--- config.mk ---
export PLATFORM = sky130hd
export DESIGN_NAME = srd_decoder
export DESIGN_NICKNAME = d
export VERILOG_FILES = /design/src/inc/srd_pkg.sv /design/src/inc/srd_cmd_if.sv /design/src/hw/srd_bank.sv /design/src/hw/srd_decoder.sv
export VERILOG_INCLUDE_DIRS = /design/src /design/src/inc
export SDC_FILE = /design/constraint.sdc
export NUM_CORES = 1
export LEC_CHECK = 0
export ABC_AREA = 1
export BUFFER_PORTS_ARGS = -buffer_cell sky130_fd_sc_hd__buf_2
export CAP_MARGIN = 15
export CORE_MARGIN = 8
export CORE_UTILIZATION = 30
export CTS_BUF_LIST = sky130_fd_sc_hd__clkbuf_4 sky130_fd_sc_hd__clkbuf_8
export CTS_CLUSTER_DIAMETER = 40
export DETAILED_ROUTE_END_ITERATION = 8
export SETUP_SLACK_MARGIN = 0.02
export SLEW_MARGIN = 20
export SYNTH_ARGS = -nofsm -noshare
export SYNTH_HDL_FRONTEND = slang
export SYNTH_SLANG_ARGS = --single-unit
--- constraint.sdc ---
create_clock -name sys_clk_i -period 10 [get_ports sys_clk_i]
set_clock_uncertainty 0.2 [all_clocks]
set_input_delay 1 -clock sys_clk_i [delete_from_list [all_inputs] [get_ports sys_clk_i]]
set_output_delay 1 -clock sys_clk_i [all_outputs]
set_load 0.01 [all_outputs]
--- src/inc/srd_map.svh ---
// Constant map for the row command decoder
`ifndef SRD_MAP_SVH
`define SRD_MAP_SVH
`define SRD_NUM_BANKS 4
`define SRD_BANK_W 2
`define SRD_ROW_W 13
`define SRD_PRE_CYCLES_W 4
`define SRD_PRE_CYCLES 4'h3
`define SRD_AUTO_CLOSE_BIT 10
`define SRD_BANK_IDLE 2'h0
`endif

--- src/inc/srd_pkg.sv ---
// Types for the row command decoder
package srd_pkg;
  typedef enum logic [2:0] {
    SRD_IDLE = 3'b001,
    SRD_ACTIVE = 3'b010,
    SRD_PRECHARGING = 3'b100
  } srd_bank_state_type;
  typedef enum logic [1:0] {
    SRD_CMD_NONE = 2'h0,
    SRD_CMD_OPEN = 2'h1,
    SRD_CMD_CLOSE = 2'h2
  } srd_cmd_type;
endpackage : srd_pkg

--- src/inc/srd_cmd_if.sv ---
// Decoded command carrier between decoder and bank tracker
`timescale 1ns/1ns
interface srd_cmd_if;
  import srd_pkg::*;
  logic valid;
  srd_cmd_type cmd;
  logic [1:0] bank;
  logic [12:0] row;
  logic all_banks;
  logic tick;
  modport src (output valid, output cmd, output bank, output row, output all_banks,
    output tick);
  modport dst (input valid, input cmd, input bank, input row, input all_banks, input tick);
endinterface : srd_cmd_if

--- src/hw/srd_bank.sv ---
// One bank state tracker: idle, active with open row, precharging
`timescale 1ns/1ns
`include "srd_map.svh"
module srd_bank
  import srd_pkg::*;
#(
  parameter logic [1:0] BANK_ID = 2'h0,
  parameter int ROW_W = `SRD_ROW_W
) (
  input wire logic clk_i,
  input wire logic rst_n_i,
  srd_cmd_if.dst cmd_in,
  output logic active_o,
  output logic [ROW_W-1:0] row_o
);
  srd_bank_state_type state_q;
  logic [`SRD_PRE_CYCLES_W-1:0] pre_cnt_q;
  logic hit;

  assign hit = cmd_in.valid && cmd_in.tick &&
    (cmd_in.bank == BANK_ID || (cmd_in.cmd == SRD_CMD_CLOSE && cmd_in.all_banks));

  always_ff @(posedge clk_i or negedge rst_n_i) begin
    if (!rst_n_i) begin
      state_q <= SRD_IDLE;
      pre_cnt_q <= '0;
    end else if (cmd_in.tick) begin
      case (state_q)
        SRD_IDLE: begin
          if (hit && cmd_in.cmd == SRD_CMD_OPEN) begin
            state_q <= SRD_ACTIVE;
          end
        end
        SRD_ACTIVE: begin
          if (hit && cmd_in.cmd == SRD_CMD_CLOSE) begin
            state_q <= SRD_PRECHARGING;
            pre_cnt_q <= `SRD_PRE_CYCLES;
          end
        end
        SRD_PRECHARGING: begin
          if (pre_cnt_q <= 4'h1) begin
            state_q <= SRD_IDLE;
          end
          pre_cnt_q <= pre_cnt_q - 4'h1;
        end
        default: state_q <= SRD_IDLE;
      endcase
    end
  end

  always_ff @(posedge clk_i or negedge rst_n_i) begin
    if (!rst_n_i) begin
      row_o <= '0;
    end else if (state_q == SRD_IDLE && hit && cmd_in.cmd == SRD_CMD_OPEN) begin
      row_o <= cmd_in.row;
    end
  end

  assign active_o = (state_q == SRD_ACTIVE);
endmodule : srd_bank

--- src/hw/srd_decoder.sv ---
// Row command decoder for a four-bank synchronous DRAM
`timescale 1ns/1ns
`include "srd_map.svh"
// Functional notes
// - Row strobe, column strobe and write enable are captured together each rising edge.
// - Chip select and row strobe low with column strobe high decode a row command.
// - With write enable high that row command opens the selected bank's presented row if that bank is idle.
// - With write enable low it precharges the bank, which goes idle after precharge.
// - Clock enable sampled low suspends the clock next cycle, freezing the outputs.
module srd_decoder
  import srd_pkg::*;
#(
  parameter int ROW_W = `SRD_ROW_W
) (
  input wire logic sys_clk_i,
  input wire logic rstn_i,
  input wire logic clk_en_i,
  input wire logic chip_sel_n_i,
  input wire logic row_strobe_n_i,
  input wire logic col_strobe_n_i,
  input wire logic write_en_n_i,
  input wire logic bank_select_lsb_i,
  input wire logic bank_select_msb_i,
  input wire logic [ROW_W-1:0] addr_i,
  output logic [`SRD_NUM_BANKS-1:0] bank_active_o,
  output logic [`SRD_NUM_BANKS*ROW_W-1:0] open_row_o,
  output logic row_open_command_o,
  output logic precharge_command_o
);
  // ---------------------------------------------------------------
  // Reset and pin synchronisers
  // ---------------------------------------------------------------
  logic [1:0] rst_sync_q;
  logic rst_n;
  logic [6+ROW_W:0] pin_s1_q;
  logic [6+ROW_W:0] pin_s2_q;
  logic cke_prev_q;
  logic tick;
  logic [1:0] bank_select_field;
  logic row_cmd;
  logic [`SRD_NUM_BANKS-1:0] act_w;
  logic [`SRD_NUM_BANKS*ROW_W-1:0] row_w;

  always_ff @(posedge sys_clk_i or negedge rstn_i) begin
    if (!rstn_i) begin
      rst_sync_q <= 2'h0;
    end else begin
      rst_sync_q <= {rst_sync_q[0], 1'b1};
    end
  end
  assign rst_n = rst_sync_q[1];

  // All strobes share one sampling edge so they form one command
  always_ff @(posedge sys_clk_i or negedge rst_n) begin
    if (!rst_n) begin
      pin_s1_q <= '1;
      pin_s2_q <= '1;
    end else begin
      pin_s1_q <= {clk_en_i, chip_sel_n_i, row_strobe_n_i, col_strobe_n_i, write_en_n_i,
        bank_select_msb_i, bank_select_lsb_i, addr_i};
      pin_s2_q <= pin_s1_q;
    end
  end

  // ---------------------------------------------------------------
  // Command decode
  // ---------------------------------------------------------------
  function automatic logic [1:0] bank_num(input logic msb, input logic lsb);
    bank_num = {msb, lsb};
  endfunction : bank_num

  always_ff @(posedge sys_clk_i or negedge rst_n) begin
    if (!rst_n) begin
      cke_prev_q <= 1'b1;
    end else begin
      cke_prev_q <= pin_s2_q[6+ROW_W];
    end
  end
  // Internal clock runs only when enable was high the cycle before
  assign tick = cke_prev_q;

  assign bank_select_field = bank_num(pin_s2_q[ROW_W+1], pin_s2_q[ROW_W]);
  assign row_cmd = !pin_s2_q[5+ROW_W] && !pin_s2_q[4+ROW_W] && pin_s2_q[3+ROW_W];

  srd_cmd_if cmd_bus ();
  assign cmd_bus.valid = row_cmd;
  assign cmd_bus.cmd = pin_s2_q[2+ROW_W] ? SRD_CMD_OPEN : SRD_CMD_CLOSE;
  assign cmd_bus.bank = bank_select_field;
  assign cmd_bus.row = pin_s2_q[ROW_W-1:0];
  assign cmd_bus.all_banks = pin_s2_q[`SRD_AUTO_CLOSE_BIT];
  assign cmd_bus.tick = tick;

  // ---------------------------------------------------------------
  // Banks
  // ---------------------------------------------------------------
  generate
    for (genvar b = 0; b < `SRD_NUM_BANKS; b++) begin : g_bank
      srd_bank #(
        .BANK_ID(2'(b)),
        .ROW_W(ROW_W)
      ) u_bank (
        .clk_i(sys_clk_i),
        .rst_n_i(rst_n),
        .cmd_in(cmd_bus),
        .active_o(act_w[b]),
        .row_o(row_w[b*ROW_W +: ROW_W])
      );
    end
  endgenerate

  // Outputs freeze while the internal clock is suspended
  always_ff @(posedge sys_clk_i or negedge rst_n) begin
    if (!rst_n) begin
      bank_active_o <= '0;
      open_row_o <= '0;
      row_open_command_o <= 1'b0;
      precharge_command_o <= 1'b0;
    end else if (tick) begin
      bank_active_o <= act_w;
      open_row_o <= row_w;
      row_open_command_o <= row_cmd && pin_s2_q[2+ROW_W];
      precharge_command_o <= row_cmd && !pin_s2_q[2+ROW_W];
    end
  end
endmodule : srd_decoder

==> metrics.csv <==
stage,metric,value,unit
sta,tightest_slew,0.983,ns
grt,grt_pass1_wl,26600,um
cts,clkLatencyLatePin,0.46,ns
finish,syn2layout_area_growth,14.7,%
worst_setup_path,setup.worst_path.start,rst_sync_q[1],
power,pwr-share-clk,0.296,
sta,relSlewSlack,0.344,
placement,port_buffers,79,
finish,layout_commonest_cell,nand2_1,
yosys,syn_nets,749,
worst_setup_path,cp_slowest_cell,dfrtp_4,
worst_setup_path,crit_path_start_kind,flop,
worst_setup_path,crit_required,10.33,ns
sta,min_period_over_period,0.253,
worst_setup_path,cpMostUsedCell,buf_4,
floorplanning,die_y,175,um
routing,viasPerCell,4.25,
worst_setup_path,r2r_cells,2,
worst_setup_path,crit_chain,buf_4 -> buf_4,
cts,cts_root_buf,clkbuf_8,
sta,slew_violations,0,
routing,dr_total_vias,4856,
grt,grt_pass1_vias,4925,
grt,grt_max_degree,68,
routing,ant_nets,0,
routing,drt_wl_total,16000,um
outcome,run_status,completed,
floorplanning,ios,80,
yosys,yosysSeqAreaShare,0.605,
worst_setup_path,crit_end,open_row_o[16],
placement,gp_congestion,0.754,
yosys,synthArstFlopShare,1.00,
cts,cts_max_level,4,
cts,clk_pin_slew,0.10,ns
cts,cts_resized,0,
cts,post-cts-setup-buffers,0,
power,p_leak,4.46,nW
worst_setup_path,cp-end-kind,async pin,
finish,diodes,0,
floorplanning,die-area,30600,um^2
sta,setup_viol,0,
sta,max_freq,0.396,GHz
floorplanning,core-area,25000,um^2
yosys,synth_edf_count,0,
flow_run,max-cap-violations,0,
placement,dp_hpwl,11200,um
worst_setup_path,reg2reg_to,open_row_o[16],
hold_path,hold_path.class,in2async,
grt,grt_usage,0.109,
sta,rsz0062_at_grt,no,
power,p_switching,0.568,mW
worst_setup_path,reg2reg_slack,7.47,ns
cts,clk_path_buf_depth,2,
yosys,avgSynthCellArea,10.5,um^2
sta,hold_viol,0,
cts,clock_sinks,181,
finish,nets,830,
routing,dr.pass1.iters,4,
routing,wire_per_inst,14.0,um
floorplanning,die_w,175,um
sta,hold_ws,0.109,ns
cts,hold_buffers,0,
worst_setup_path,r2r-start,rst_sync_q[1],
yosys,yosys_warnings,0,
power,power.density_cell_area,201,nW/um^2
worst_setup_path,cp_data_arrival_time,2.86,ns
yosys,synth_cells,719,
yosys,yosysUniqueCellTypes,35,
finish,layout_common_cells,"258 x nand2_1, 135 x dfrtp_1, 79 x buf_2",
sta,tns,0,ns
power,ir_drop,0.0956,mV
power,seq_power_share,0.518,
worst_setup_path,cp_slowest_stage_delay,0.99,ns
power,p_int,1.18,mW
power,swShare,0.324,
worst_setup_path,critPathKind,reg2async,
worst_setup_path,path_max_fanout,67,
yosys,synth_ff_type,dfrtp_1,
power,power_frac_comb,0.186,
routing,drc,0,
yosys,ys_ff_latch,181,
routing,drtIter0Drc,211,
floorplanning,rows,58,
grt,gr-total-overflow,0,
cts,numCtsBuffers,17,
sta,min_period,2.53,ns
floorplanning,start_util,0.303,
cts,cts_tree,done,
yosys,synth_area,7580,um^2
grt,antenna_found_initial,0,
finish,drive_gt1_frac,0.365,
-- power groups by stage --
stage | logic (mW) | registers, mW | clock network [mW]
after global routing | 0.376 | 0.922 | 0.564
final | 0.325 | 0.907 | 0.518
after global placement | 0.323 | 0.920 | 0
after detailed placement | 0.330 | 0.921 | 0
after floorplan | 0.225 | 0.926 | 0
after CTS | 0.332 | 0.909 | 0.537
-- critical path: cells and delay by family (launching register included) --
| family | cells | cell delay (ns) |
|---|---|---|
| DFF | 1 | 0.99 |
| buffers and inverters | 2 | 1.39 |
-- logic make-up (layout without fill, tap and decap cells) --
kind of cell,Yosys count,in the layout,share of synthesized area
simple gates,363,363,0.241
buf+inv,83,177,0.0515
compound gates,80,80,0.0854
flops,181,181,0.605
xor+xnor,3,3,0.00346
fa+ha+maj,8,8,0.0132
other cells,1,1,0.000494
-- stage by stage --
step,utilization,total power [mW],setup slack [ns],instance area [um^2],instances
after floorplan,-,1.15,4.46,7580,719
after global placement,0.330,1.24,7.29,8270,1111
after detailed placement,0.330,1.25,7.25,8270,1111
after CTS,0.348,1.78,7.26,8700,1143
after global routing,0.348,1.86,7.01,8700,1143
final,0.348,1.75,7.47,8700,1143
-- sequential cells by signal, indices dropped and copies added (netlist names), 2 cells and up --
name,flops
open_row_o,52
pin_s1_q,20
bank_active_o,4
g_bank.u_bank.pre_cnt_q,16
pin_s2_q,20
g_bank.u_bank.state_q,12
rst_sync_q,2
g_bank.u_bank.row_o,52
-- metal layers --
metal | routed length, um | share of wire | GRT usage | up-vias
met1 | 7790 | 0.49 | 0.150 | 2333
met2 | 7420 | 0.47 | 0.166 | 76
met4 | 148 | 0.0093 | 0.0318 | 0
li1 | - | - | - | 2436
met3 | 596 | 0.037 | 0.0283 | 11
met5 | 0 | 0 | 0 | -
-- final cells by class --
class | count | area, um^2
fillers | 2531 | 16300
flip-flops and latches | 181 | 4590
multi-input cells | 455 | 2610
repair buffers | 82 | 418
well taps | 330 | 413
inverters | 63 | 241
clock buffers | 17 | 234
clock inverters | 15 | 198
-- worst min path at each step --
stage                               end  slack [ns]  cells past startpoint
after floorplan           rst_sync_q[1]        0.13                      0
after global placement    rst_sync_q[1]        0.14                      0
after detailed placement  rst_sync_q[1]        0.14                      0
after CTS                 rst_sync_q[1]        0.08                      1
after global routing      rst_sync_q[1]        0.07                      1
final                     rst_sync_q[1]        0.11                      1
-- synth_stat cells, types with 2 or more instances --
cell type | count | area [um^2]
nand4_1 | 14 | 87.6
o21ai_1 | 6 | 30.0
inv_4 | 2 | 12.5
o21bai_1 | 2 | 15.0
inv_1 | 55 | 206
or2_2 | 2 | 12.5
nor3_4 | 7 | 114
clkbuf_1 | 6 | 22.5
inv_2 | 6 | 22.5
ha_1 | 8 | 100
nand2_8 | 3 | 60.1
nor2_1 | 12 | 45.0
nand2_2 | 30 | 188
nand2_1 | 258 | 968
buf_2 | 5 | 25.0
buf_6 | 9 | 101
nand4_2 | 4 | 50.1
xnor2_1 | 3 | 26.3
dfrtp_1 | 136 | 3400
o21a_1 | 4 | 30.0
nand2_4 | 11 | 124
nand3_2 | 7 | 70.1
o21ai_2 | 61 | 534
nand3_1 | 9 | 45.0
dfstp_2 | 45 | 1180
o21ai_0 | 5 | 25.0
(Power assumes the default switching activity.)
